==> config.mk <==
export PLATFORM = sky130hd
export DESIGN_NAME = atas_axis
export DESIGN_NICKNAME = d
export VERILOG_FILES = /design/src/hw/atas_pkg.sv /design/src/hw/atas_qd_if.sv /design/src/hw/atas_axis.sv /design/src/hw/atas_quad_decoder.sv
export SDC_FILE = /design/constraint.sdc
export NUM_CORES = 2
export LEC_CHECK = 0
export BUFFER_PORTS_ARGS = -buffer_cell sky130_fd_sc_hd__buf_2
export CORE_ASPECT_RATIO = 0.5
export CORE_MARGIN = 2
export CORE_UTILIZATION = 25
export CTS_CLUSTER_SIZE = 20
export DETAILED_ROUTE_END_ITERATION = 12
export SLEW_MARGIN = 20
export SYNTH_ARGS = -nofsm -noshare
export SYNTH_HDL_FRONTEND = slang
export SYNTH_HIERARCHICAL = 1
export SYNTH_SLANG_ARGS = --single-unit
==> constraint.sdc <==
create_clock -name mclk -period 50 [get_ports mclk]
set_input_delay 5 -clock mclk [delete_from_list [all_inputs] [get_ports mclk]]
set_output_delay 5 -clock mclk [all_outputs]
set_load 0.005 [all_outputs]
==> src/hw/atas_pkg.sv <==
package atas_pkg;
  // ***********************************************
  // Clock and timing
  // ***********************************************
  localparam int CLK_HZ = 20000000;
  localparam int STATUS_DEADLINE_MS = 500;
  localparam int STATUS_DEADLINE_CYC = (CLK_HZ / 1000) * STATUS_DEADLINE_MS;
  localparam int VEL_WINDOW_US = 1000;
  localparam int VEL_WINDOW_CYC = (CLK_HZ / 1000000) * VEL_WINDOW_US;
  localparam int SYNC_WINDOW_MS = 100;
  localparam int SYNC_WINDOW_CYC = (CLK_HZ / 1000) * SYNC_WINDOW_MS;
  // ***********************************************
  // Widths
  // ***********************************************
  localparam int VW = 16;
  localparam int PW = 32;
  localparam int GW = 16;
  localparam int TW = 16;
  localparam int IW = 32;
  localparam int AW = 48;
  localparam int GAIN_SHIFT = 8;
  localparam int SYNC_MIN_CMD = 4;
  localparam logic [TW-1:0] DAC_FULL_SCALE = 16'h7fff;
  // ***********************************************
  // Error codes
  // ***********************************************
  localparam logic [11:0] ERR_NONE = 12'h000;
  localparam logic [11:0] ERR_SERVO_NOT_READY = 12'h0c0;
  localparam logic [11:0] ERR_OUT_OF_SYNC = 12'h26d;
  // ***********************************************
  // Modes
  // ***********************************************
  typedef enum logic [1:0] {
    ATAS_MODE_VELOCITY = 2'h0,
    ATAS_MODE_TORQUE = 2'h1,
    ATAS_MODE_OTHER = 2'h2
  } atas_mode_t;
  typedef enum logic [1:0] {
    ATAS_STS_DISABLED = 2'h0,
    ATAS_STS_READY = 2'h1,
    ATAS_STS_AVAILABLE = 2'h2
  } atas_sts_mode_t;
  typedef enum logic [2:0] {
    ATAS_SV_IDLE = 3'b001,
    ATAS_SV_WAIT = 3'b010,
    ATAS_SV_ON = 3'b100
  } atas_sv_state_t;
endpackage

==> src/hw/atas_qd_if.sv <==
`timescale 1ns/1ps
interface atas_qd_if;
  logic [atas_pkg::VW-1:0] velocity;
  logic vel_strobe;
  logic [atas_pkg::PW-1:0] position;
  logic cnt_event;
  modport dec(output velocity, output vel_strobe, output position, output cnt_event);
  modport use_side(input velocity, input vel_strobe, input position, input cnt_event);
endinterface

==> src/hw/atas_axis.sv <==
`timescale 1ns/1ps
// Summary of operation
// - Ready mode: status must follow enable both ways within 500 ms, else error.
// - Available mode: status dropping while enable is on raises an error.
// - Status supervision can be disabled; then no status error ever.
// - Status supervision failure reports code 0x0c0, servo not ready.
// - Commanded motion without tracking feedback reports code 0x26d, out of sync.
// - Proportional term is velocity error times proportional gain.
// - Integral term is accumulated velocity error times integral gain.
// - Velocity gains act only in torque mode, ignored otherwise.
// - Torque command magnitude clamped to configured torque limit.
// - Velocity command clamped to maximum system velocity.
// - Home input high means axis is on the negative side of home.
// - Forced velocity setpoint drives loop directly; zero holds motor still.
// - Velocity sign follows A/B phase order; swapping channels inverts it.
// - One revolution advances position by configured counts per revolution.
// - Torque mode is selectable, never the reset default.
// - Output is bipolar plus or minus 10 V full scale, sign gives direction.
module atas_axis (
  input wire logic mclk,
  input wire logic sys_rst,
  input wire logic enc_a,
  input wire logic enc_b,
  input wire logic drive_status,
  input wire logic home_switch,
  input wire logic drive_enable_cmd,
  input wire logic [1:0] analog_mode,
  input wire logic [1:0] status_mode,
  input wire logic [atas_pkg::VW-1:0] velocity_cmd,
  input wire logic forced_velocity_enable,
  input wire logic [atas_pkg::VW-1:0] forced_velocity_setpoint,
  input wire logic [atas_pkg::GW-1:0] vel_kp,
  input wire logic [atas_pkg::GW-1:0] vel_ki,
  input wire logic [atas_pkg::TW-1:0] torque_limit,
  input wire logic [atas_pkg::VW-1:0] max_velocity,
  input wire logic [atas_pkg::PW-1:0] counts_per_rev,
  input wire logic err_clear,
  output logic drive_enable,
  output logic [atas_pkg::TW-1:0] torque_dac,
  output logic [atas_pkg::PW-1:0] actual_position,
  output logic [atas_pkg::VW-1:0] actual_velocity,
  output logic [atas_pkg::PW-1:0] shaft_count,
  output logic [atas_pkg::PW-1:0] revolutions,
  output logic axis_negative_of_home,
  output logic [11:0] error_code,
  output logic error_active,
  output logic torque_mode_active
);
  // ***********************************************
  // Helpers
  // ***********************************************
  // Symmetric clamp of a signed value to +/- limit
  function automatic logic signed [atas_pkg::AW-1:0] clamp_s(input logic signed [atas_pkg::AW-1:0] v,
                                                             input logic [atas_pkg::TW-1:0] lim);
    logic signed [atas_pkg::AW-1:0] l;
    l = $signed({{(atas_pkg::AW-atas_pkg::TW){1'b0}}, lim});
    if (v > l) begin
      clamp_s = l;
    end else if (v < -l) begin
      clamp_s = -l;
    end else begin
      clamp_s = v;
    end
  endfunction
  function automatic logic signed [atas_pkg::AW-1:0] sext_v(input logic [atas_pkg::VW-1:0] v);
    sext_v = {{(atas_pkg::AW-atas_pkg::VW){v[atas_pkg::VW-1]}}, v};
  endfunction

  // ***********************************************
  // Feedback
  // ***********************************************
  atas_qd_if qd();
  atas_quad_decoder u_dec (
    .mclk(mclk),
    .sys_rst(sys_rst),
    .enc_a(enc_a),
    .enc_b(enc_b),
    .qd(qd)
  );
  assign actual_position = qd.position;
  assign actual_velocity = qd.velocity;

  // Revolution counter, modulo configured counts; avoids a divider
  logic [atas_pkg::PW-1:0] shaft;
  logic [atas_pkg::PW-1:0] revs;
  wire [atas_pkg::PW-1:0] cpr_m1 = counts_per_rev - 32'h00000001;
  logic [atas_pkg::PW-1:0] last_pos;
  wire pos_up = qd.cnt_event & ($signed(qd.position - last_pos) > 0);
  wire pos_dn = qd.cnt_event & ($signed(qd.position - last_pos) < 0);
  always_ff @(posedge mclk) begin
    if (sys_rst) begin
      shaft <= 32'h00000000;
      revs <= 32'h00000000;
      last_pos <= 32'h00000000;
    end else begin
      last_pos <= qd.position;
      if (pos_up) begin
        shaft <= (shaft >= cpr_m1) ? 32'h00000000 : shaft + 32'h00000001;
        revs <= (shaft >= cpr_m1) ? revs + 32'h00000001 : revs;
      end else if (pos_dn) begin
        shaft <= (shaft == 32'h00000000) ? cpr_m1 : shaft - 32'h00000001;
        revs <= (shaft == 32'h00000000) ? revs - 32'h00000001 : revs;
      end
    end
  end
  assign shaft_count = shaft;
  assign revolutions = revs;

  // Home polarity: asserted means negative side
  assign axis_negative_of_home = home_switch;

  // ***********************************************
  // Mode and velocity command
  // ***********************************************
  wire torque_mode = (analog_mode == atas_pkg::ATAS_MODE_TORQUE);
  assign torque_mode_active = torque_mode;
  assign drive_enable = drive_enable_cmd;
  // Forced setpoint bypasses the outer command
  wire [atas_pkg::VW-1:0] vsel = forced_velocity_enable ? forced_velocity_setpoint : velocity_cmd;
  wire signed [atas_pkg::AW-1:0] vcmd = clamp_s(sext_v(vsel), max_velocity);
  wire signed [atas_pkg::AW-1:0] verr = vcmd - sext_v(qd.velocity);

  // ***********************************************
  // Velocity PI regulator
  // ***********************************************
  logic signed [atas_pkg::IW-1:0] integ;
  logic clamped;
  wire signed [atas_pkg::AW-1:0] kp_s = $signed({{(atas_pkg::AW-atas_pkg::GW){1'b0}}, vel_kp});
  wire signed [atas_pkg::AW-1:0] ki_s = $signed({{(atas_pkg::AW-atas_pkg::GW){1'b0}}, vel_ki});
  wire signed [atas_pkg::AW-1:0] integ_x = {{(atas_pkg::AW-atas_pkg::IW){integ[atas_pkg::IW-1]}}, integ};
  wire signed [atas_pkg::AW-1:0] p_term = (verr * kp_s) >>> atas_pkg::GAIN_SHIFT;
  wire signed [atas_pkg::AW-1:0] i_term = (integ_x * ki_s) >>> atas_pkg::GAIN_SHIFT;
  wire signed [atas_pkg::AW-1:0] pi_sum = p_term + i_term;
  wire [atas_pkg::TW-1:0] lim_eff = (torque_limit > atas_pkg::DAC_FULL_SCALE) ? atas_pkg::DAC_FULL_SCALE
                                                                            : torque_limit;
  wire signed [atas_pkg::AW-1:0] pi_lim = clamp_s(pi_sum, lim_eff);
  wire sat = (pi_lim != pi_sum);
  // Anti-windup: freeze while saturated; zero gain stops accumulation too
  wire integ_run = drive_enable_cmd & torque_mode & (vel_ki != 16'h0000) & ~clamped;
  wire signed [atas_pkg::AW-1:0] integ_sum = integ_x + verr;
  wire signed [atas_pkg::AW-1:0] integ_next = clamp_s(integ_sum, 16'hffff);
  always_ff @(posedge mclk) begin
    if (sys_rst) begin
      integ <= 32'h00000000;
      clamped <= 1'b0;
      torque_dac <= 16'h0000;
    end else begin
      clamped <= sat;
      if (!drive_enable_cmd || !torque_mode) begin
        integ <= 32'h00000000;
      end else if (qd.vel_strobe && integ_run) begin
        integ <= integ_next[atas_pkg::IW-1:0];
      end
      // Zero torque when disabled or not in torque mode; signed code spans +/-10 V
      if (drive_enable_cmd && torque_mode) begin
        torque_dac <= pi_lim[atas_pkg::TW-1:0];
      end else begin
        torque_dac <= 16'h0000;
      end
    end
  end

  // ***********************************************
  // Drive status supervision
  // ***********************************************
  atas_pkg::atas_sv_state_t sv_state;
  atas_pkg::atas_sv_state_t next_sv_state;
  logic [31:0] sv_tmr;
  logic en_q;
  logic sts_fault;
  wire sv_deadline = (sv_tmr == 32'(atas_pkg::STATUS_DEADLINE_CYC - 1));
  wire en_edge = drive_enable_cmd ^ en_q;
  wire mode_ready = (status_mode == atas_pkg::ATAS_STS_READY);
  wire mode_avail = (status_mode == atas_pkg::ATAS_STS_AVAILABLE);
  // State decode for ready mode deadline tracking
  always_comb begin
    next_sv_state = sv_state;
    case (sv_state)
      atas_pkg::ATAS_SV_IDLE: begin
        if (en_edge) begin
          next_sv_state = atas_pkg::ATAS_SV_WAIT;
        end
      end
      atas_pkg::ATAS_SV_WAIT: begin
        if (en_edge) begin
          next_sv_state = atas_pkg::ATAS_SV_WAIT;
        end else if (drive_status == drive_enable_cmd || sv_deadline) begin
          next_sv_state = atas_pkg::ATAS_SV_ON;
        end
      end
      atas_pkg::ATAS_SV_ON: begin
        if (en_edge) begin
          next_sv_state = atas_pkg::ATAS_SV_WAIT;
        end
      end
      default: next_sv_state = atas_pkg::ATAS_SV_IDLE;
    endcase
  end
  always_comb begin
    sts_fault = 1'b0;
    if (mode_ready) begin
      sts_fault = (sv_state == atas_pkg::ATAS_SV_WAIT) & ~en_edge & sv_deadline &
                  (drive_status != drive_enable_cmd);
    end else if (mode_avail) begin
      sts_fault = drive_enable_cmd & en_q & ~drive_status;
    end
  end
  always_ff @(posedge mclk) begin
    if (sys_rst) begin
      sv_state <= atas_pkg::ATAS_SV_IDLE;
      sv_tmr <= 32'h00000000;
      en_q <= 1'b0;
    end else begin
      en_q <= drive_enable_cmd;
      sv_state <= next_sv_state;
      sv_tmr <= (en_edge || sv_state != atas_pkg::ATAS_SV_WAIT) ? 32'h00000000 : sv_tmr + 32'h00000001;
    end
  end

  // ***********************************************
  // Out-of-sync watch
  // ***********************************************
  // Moving command but no encoder edge for a whole window
  logic [31:0] sync_tmr;
  wire vmag_big = (vcmd > atas_pkg::SYNC_MIN_CMD) || (vcmd < -atas_pkg::SYNC_MIN_CMD);
  wire moving_cmd = drive_enable_cmd & vmag_big;
  wire sync_fault = moving_cmd & (sync_tmr == 32'(atas_pkg::SYNC_WINDOW_CYC - 1));
  always_ff @(posedge mclk) begin
    if (sys_rst) begin
      sync_tmr <= 32'h00000000;
    end else if (!moving_cmd || qd.cnt_event || sync_fault) begin
      sync_tmr <= 32'h00000000;
    end else begin
      sync_tmr <= sync_tmr + 32'h00000001;
    end
  end

  // ***********************************************
  // Error latch
  // ***********************************************
  // First error holds; a new fault in the clear cycle wins over the clear
  wire sts_err = sts_fault & (status_mode != atas_pkg::ATAS_STS_DISABLED);
  always_ff @(posedge mclk) begin
    if (sys_rst) begin
      error_code <= atas_pkg::ERR_NONE;
    end else if (sts_err && (error_code == atas_pkg::ERR_NONE || err_clear)) begin
      error_code <= atas_pkg::ERR_SERVO_NOT_READY;
    end else if (sync_fault && (error_code == atas_pkg::ERR_NONE || err_clear)) begin
      error_code <= atas_pkg::ERR_OUT_OF_SYNC;
    end else if (err_clear) begin
      error_code <= atas_pkg::ERR_NONE;
    end
  end
  assign error_active = (error_code != atas_pkg::ERR_NONE);
endmodule

==> src/hw/atas_quad_decoder.sv <==
`timescale 1ns/1ps
module atas_quad_decoder (
  input wire logic mclk,
  input wire logic sys_rst,
  input wire logic enc_a,
  input wire logic enc_b,
  atas_qd_if.dec qd
);
  logic a_q;
  logic b_q;
  logic [atas_pkg::VW-1:0] win_cnt;
  logic [31:0] win_tmr;
  // Direction from phase order: A leading B counts up
  wire moved = (enc_a ^ a_q) | (enc_b ^ b_q);
  wire dir_up = enc_a ^ b_q;
  wire win_end = (win_tmr == 32'(atas_pkg::VEL_WINDOW_CYC - 1));
  wire [atas_pkg::VW-1:0] step = dir_up ? 16'h0001 : 16'hffff;
  // ***********************************************
  // Edge counting and velocity windows
  // ***********************************************
  always_ff @(posedge mclk) begin
    if (sys_rst) begin
      a_q <= 1'b0;
      b_q <= 1'b0;
      win_cnt <= 16'h0000;
      win_tmr <= 32'h00000000;
      qd.velocity <= 16'h0000;
      qd.vel_strobe <= 1'b0;
      qd.position <= 32'h00000000;
      qd.cnt_event <= 1'b0;
    end else begin
      a_q <= enc_a;
      b_q <= enc_b;
      qd.cnt_event <= moved;
      qd.vel_strobe <= win_end;
      if (moved) begin
        qd.position <= qd.position + {{(atas_pkg::PW-atas_pkg::VW){step[15]}}, step};
      end
      if (win_end) begin
        win_tmr <= 32'h00000000;
        qd.velocity <= moved ? win_cnt + step : win_cnt;
        win_cnt <= 16'h0000;
      end else begin
        win_tmr <= win_tmr + 32'h00000001;
        win_cnt <= moved ? win_cnt + step : win_cnt;
      end
    end
  end
endmodule
==> Yosys cells after proc, flatten, opt, wreduce, memory -nomap -nowiden <==
Index checks and enable logic that the tools add are counted.
{ "op_classes": {"n_addsub": 16, "n_mux": 27, "eq_ne": 16, "reduce_logical": 32, "mul": 2, "order_cmp": 12, "bitwise_logic": 22} }
{ "op_table": {"columns": ["cell", "count"], "rows": [
  ["32-bit two-way mux", 10],
  ["48-bit two-way mux", 4],
  ["32-bit by 1-bit adder with 32-bit output, second input constant", 5],
  ["16-bit negator with 48-bit output", 2],
  ["32-bit by 1-bit subtractor with 32-bit output, second input constant", 3],
  ["16-bit two-way mux", 4],
  ["32-bit by 48-bit adder with 48-bit output", 1],
  ["48-bit by 17-bit > comparator with 1-bit output, second input constant", 1],
  ["48-bit by 4-bit > comparator with 1-bit output, second input constant", 1],
  ["16-bit by 48-bit < comparator with 1-bit output", 1],
  ["41-bit by 48-bit < comparator with 1-bit output", 1],
  ["48-bit by 17-bit < comparator with 1-bit output, second input constant", 1],
  ["48-bit by 3-bit < comparator with 1-bit output, second input constant", 1],
  ["32-bit by 17-bit multiplier with 48-bit output", 1],
  ["48-bit by 17-bit multiplier with 48-bit output", 1],
  ["48-bit by 41-bit inequality test with 1-bit output", 1],
  ["48-bit by 16-bit subtractor with 48-bit output", 1],
  ["40-bit by 40-bit adder with 41-bit output", 1],
  ["41-bit by 17-bit > comparator with 1-bit output", 1],
  ["32-bit adder", 1],
  ["32-bit by 15-bit equality test with 1-bit output, second input constant", 1],
  ["32-bit by 21-bit equality test with 1-bit output, second input constant", 1],
  ["32-bit by 24-bit equality test with 1-bit output, second input constant", 1],
  ["32-bit greater-or-equal comparator", 1],
  ["other kinds (37)", 81]
]} }
{ "totals": {"out_inout_bits": 144, "elab_cells": 147, "register_bits": 320, "in_bits": 141} }

==> Depth between registers and ports, before layout <==
{ "logic_depth": {"depth_word": 11, "mapped_depth": 85, "ltp_nobuf": 81} }

==> Modules after synthesis <==
The synthesis kept the hierarchy.
{ "modules_own_cells": {"columns": ["mod", "area_each_um2", "seq_area_each_um2", "n_inst", "cells_each"], "rows": [
  ["atas_axis", 62861.5, 4324.1, 1, 7804],
  ["atas_quad_decoder", 5959.5, 2001.9, 1, 763]
]} }

==> Worst setup path before layout <==
No wires, ideal clock.
{ "synth_timing": {"path_kind": "input to register", "start": "in forced_velocity_enable", "end": "reg clamped", "cell_stages": 74, "path_buffers": 7, "slack_ns": 28.653, "required_time_ns": 49.868, "setup_time_ns": 0.132, "arrival_time_ns": 21.215, "cell_sequence": "clkbuf_1 -> clkbuf_1 -> mux2_2 -> ha_1 -> nor2b_1 -> o21a_1 -> o21a_1 -> o21a_1 -> o21a_1 -> o21ai_0 -> a211oi_1 -> o41ai_1 -> a21oi_1 -> clkbuf_1 -> clkbuf_1 -> o31a_1 -> a31oi_1 -> inv_1 -> [38 not listed] -> nand4_1 -> a21oi_1 -> o21ai_0 -> and2_1 -> clkbuf_1 -> ha_1 -> nand4_1 -> o311ai_0 -> nor2_1 -> nor2_1 -> a211oi_1 -> maj3_1 -> a211oi_1 -> nand2_1 -> and3_1 -> or4b_1 -> nor4_2 -> a21oi_1"} }
{ "synth_via": {"elab_chain_len": 11, "elab_cells_between_ends": 13, "classes_between": "2 x add/sub; 1 x mul; 4 x order compare; 1 x eq/ne; 5 x mux"} }
{ "synth_lines": {"columns": ["item", "line_no", "rtl"], "rows": [
  ["start, declared", "atas_axis.sv:30", "input wire logic forced_velocity_enable,"],
  ["16-bit two-way mux (*)", "atas_axis.sv:119", "wire [atas_pkg::VW-1:0] vsel = forced_velocity_enable ? forced_velocity_setpoint : velocity_cmd;"],
  ["16-bit by 48-bit < comparator with 1-bit output", "atas_axis.sv:59", "end else if (v < -l) begin"],
  ["48-bit two-way mux", "atas_axis.sv:59", null],
  ["48-bit two-way mux (*)", "atas_axis.sv:57", "if (v > l) begin"],
  ["48-bit by 16-bit subtractor with 48-bit output (*)", "atas_axis.sv:121", "wire signed [atas_pkg::AW-1:0] verr = vcmd - sext_v(qd.velocity);"],
  ["48-bit by 17-bit multiplier with 48-bit output (*)", "atas_axis.sv:131", "wire signed [atas_pkg::AW-1:0] p_term = (verr * kp_s) >>> atas_pkg::GAIN_SHIFT;"],
  ["40-bit by 40-bit adder with 41-bit output (*)", "atas_axis.sv:133", "wire signed [atas_pkg::AW-1:0] pi_sum = p_term + i_term;"],
  ["41-bit by 48-bit < comparator with 1-bit output", "atas_axis.sv:59", null],
  ["48-bit two-way mux", "atas_axis.sv:59", null],
  ["48-bit two-way mux", "atas_axis.sv:57", null],
  ["48-bit by 41-bit inequality test with 1-bit output (*)", "atas_axis.sv:137", "wire sat = (pi_lim != pi_sum);"],
  ["end signal, assigned", "atas_axis.sv:148", "clamped <= sat;"],
  ["end, declared", "atas_axis.sv:127", "logic clamped;"]
]} }
Every way passes the cells marked *; elsewhere a longest branch is shown, timed or not.
A chain may end at the register's enable or synchronous reset.

==> Final worst setup path <==
{ "layout_timing": {"start": "in max_velocity[2] (netlist bit)", "end": "reg clamped"} }
{ "layout_via": {"elab_chain_len": 11, "elab_cells_between_ends": 13, "classes_between": "3 x add/sub; 1 x mul; 4 x order compare; 1 x eq/ne; 4 x mux"} }
{ "layout_lines": {"columns": ["item", "line_no", "rtl"], "rows": [
  ["start, declared", "atas_axis.sv:35", "input wire logic [atas_pkg::VW-1:0] max_velocity,"],
  ["16-bit negator with 48-bit output", "atas_axis.sv:59, atas_axis.sv:60", null],
  ["16-bit by 48-bit < comparator with 1-bit output", "atas_axis.sv:59", null],
  ["48-bit two-way mux", "atas_axis.sv:59", null],
  ["48-bit two-way mux (*)", "atas_axis.sv:57", null],
  ["48-bit by 16-bit subtractor with 48-bit output (*)", "atas_axis.sv:121", null],
  ["48-bit by 17-bit multiplier with 48-bit output (*)", "atas_axis.sv:131", null],
  ["40-bit by 40-bit adder with 41-bit output (*)", "atas_axis.sv:133", null],
  ["41-bit by 48-bit < comparator with 1-bit output", "atas_axis.sv:59", null],
  ["48-bit two-way mux", "atas_axis.sv:59", null],
  ["48-bit two-way mux", "atas_axis.sv:57", null],
  ["48-bit by 41-bit inequality test with 1-bit output (*)", "atas_axis.sv:137", null]
]} }
Marks and branches as above.

==> metrics.yaml <==
status: "finished clean"
fin_crit_ns: 23.09
route.detailed.drc: 0
synthFlopType: "dfxtp_1"
ys_seq_area_frac: 0.0919
avgSynthCellArea_um2: 8.03
crit_fanout: 26
finalCritPeriodShare: 0.462
dieArea_mm2: 0.280
antenna_found_initial: 23
critPathLaunchType: "primary input"
final_common_cell: "inv_1"
cts_buffers: 43
placementRows: 136
cts_tree: "done"
core_mm2: 0.274
cts_hold_buf: 0
crit_family: "compound AO/OA/AOI/OAI gates"
r2r-end: "clamped$_SDFF_PP0_"
r2r_start: "u_dec/qd.velocity[0]$_SDFFE_PP0P_"
worst_pin_slew_ns: 1.17
maxSlewHeadroom: 0.217
fillCellCount: 29667
yosys_warnings: 6
arrival_ns: 23.66
drive_gt1_frac: 0.0674
clk_pin_slew_ns: 0.07
ys_seq_elements: 316
cts_sinks: 316
synth_async_sr_flop_share: 0
final_cell_mix: "inv_1, nand2_1, fa_1"
drtAntennaViolNets: 0
slowest_stage: "maj3_1"
netlist_instances: 8567
firstDrtPassIters: 6
tns_ns: 0
start_util: 0.251
grt_pass1_vias: 61293
cpPeakStageDelay_ns: 0.96
rsz0062_at_grt: "no"
vias: 59759
hold_viol: 0
crit_buf_inv: 5
design_area_mm2: 0.0756
areaGrowthSynthToFinish_pct: 9.79
end_kind: "flip-flop"
min_path_cells: 1
root_buffer: "clkbuf_16"
gp_congestion: 0.911
cts_setup_buffers: 0
track_usage: 0.152
min_from: "sv_tmr[0]$_SDFF_PP0_"
setup_viol: 0
fmax_mhz: 43.3
finClkSkew_ns: 0.0433
clock_latency_ns: 0.62
worstPathRequired_ns: 50.57
final_nets: 10292
die_width_um: 746
ys_types: 107
dp_hpwl_um: 168000
vias_per_cell: 4.87
grt_max_degree: 81
dpl_cell_area_mm2: 0.0741
r2r_setup_slack_ns: 34.83
r2r_cells: 55
h-tree-depth: 2
port_buffers: 277
synth-edff-count: 0
maxCapViolations: 0
maxSlewViolCount: 0
syn_area_mm2: 0.0688
drt-wirelength-per-cell_um: 17.5
die_h_um: 375
grt_pass1_wl_um: 345000
drt_iter0_markers: 3882
io_pins: 285
hold_ws_ns: 0.463
post_cts_resized: 0
wl_um: 215000
holdPathEnd: "sv_tmr[0]$_SDFF_PP0_"
grt-ovfl-total: 0
hold_path.class: "flip-flop to flip-flop"
clock_path_buffers: 3
path_class: "primary input to flip-flop"
-- cell usage after synthesis, drive strengths merged (65+ instances only) --
library cell | count | area, um^2
nand3 | 202 | 1010
a21oi | 356 | 1790
nand2 | 1074 | 4030
nand4 | 129 | 807
a21o | 138 | 1040
inv | 1324 | 4970
nor2 | 512 | 1920
fa | 1013 | 20300
xnor2 | 290 | 2550
and2 | 452 | 2830
and3 | 65 | 407
xor2 | 154 | 1360
clkbuf | 380 | 1430
o21ai | 274 | 1380
ha | 558 | 6980
or3 | 66 | 413
dfxtp | 316 | 6330
nor3 | 175 | 891
nor4 | 120 | 776
o21a | 74 | 556
nor2b | 110 | 688
-- metal layers --
layer,part of all wire,vias up,global-route usage
met5,0.00031,-,0
met2,0.49,1665,0.271
met1,0.43,29779,0.194
li1,-,27966,-
met3,0.054,337,0.0188
met4,0.027,12,0.0416
-- registers in the layout, indices dropped and copies added (netlist names) --
| register | cells |
|---|---|
| error_code | 3 |
| clamped | 1 |
| u_dec/b_q | 1 |
| en_q | 1 |
| sv_tmr | 32 |
| u_dec/qd.vel_strobe | 1 |
| u_dec/win_tmr | 32 |
| u_dec/win_cnt | 16 |
| u_dec/qd.position | 32 |
| sync_tmr | 32 |
| u_dec/qd.velocity | 16 |
| u_dec/qd.cnt_event | 1 |
| u_dec/a_q | 1 |
| torque_dac | 16 |
| revolutions | 32 |
| sv_state | 3 |
| shaft_count | 32 |
| integ | 32 |
| last_pos | 32 |
-- per-stage QoR --
stage | worst slack [ns] | util | std cells
2_1_floorplan | 28.65 | - | 8572
3_3_place_gp | 26.63 | 0.270 | 12192
3_5_place_dp | 26.53 | 0.270 | 12192
4_1_cts | 27.24 | 0.275 | 12267
5_1_grt | 25.49 | 0.275 | 12273
6_report | 26.91 | 0.275 | 12279
-- worst max path at each step --
stage | startpoint | to | slack, ns | cells past startpoint
after floorplan | forced_velocity_enable | clamped$_SDFF_PP0_ | 28.65 | 74
after global placement | max_velocity[2] | clamped$_SDFF_PP0_ | 26.63 | 73
after detailed placement | max_velocity[2] | clamped$_SDFF_PP0_ | 26.53 | 73
after CTS | max_velocity[2] | clamped$_SDFF_PP0_ | 27.24 | 73
after global routing | max_velocity[2] | clamped$_SDFF_PP0_ | 25.49 | 74
final | max_velocity[2] | clamped$_SDFF_PP0_ | 26.91 | 73
-- kinds of logic (layout without fill, tap and decap cells) --
logic type	Yosys count	in the layout	share of synthesized area
AND/OR/NAND/NOR	3120	3120	0.224
buffers and inverters	1744	1782	0.0965
adder cells (fa/ha/maj)	1572	1572	0.396
AO/OA/AOI/OAI	1299	1299	0.124
XOR/XNOR	447	447	0.0577
flip-flops	316	316	0.0919
multiplexers	67	67	0.0102
other	2	19	0.000109
-- layout make-up --
class | instances | area, um^2 | share of cell area
clock buffer | 62 | 1260 | 0.0167
antenna | 12 | 30.0 | 0.000397
clock inverter | 13 | 140 | 0.00185
sequential | 316 | 6330 | 0.0837
tap | 3657 | 4580 | 0.0606
inverter | 1324 | 4970 | 0.0658
timing repair buffer | 383 | 2190 | 0.0290
multi-input combinational | 6512 | 56100 | 0.742
Power is left out: the tool's default activity adds up to more than one toggle a clock period on the data nets, which glitch-free logic cannot reach.
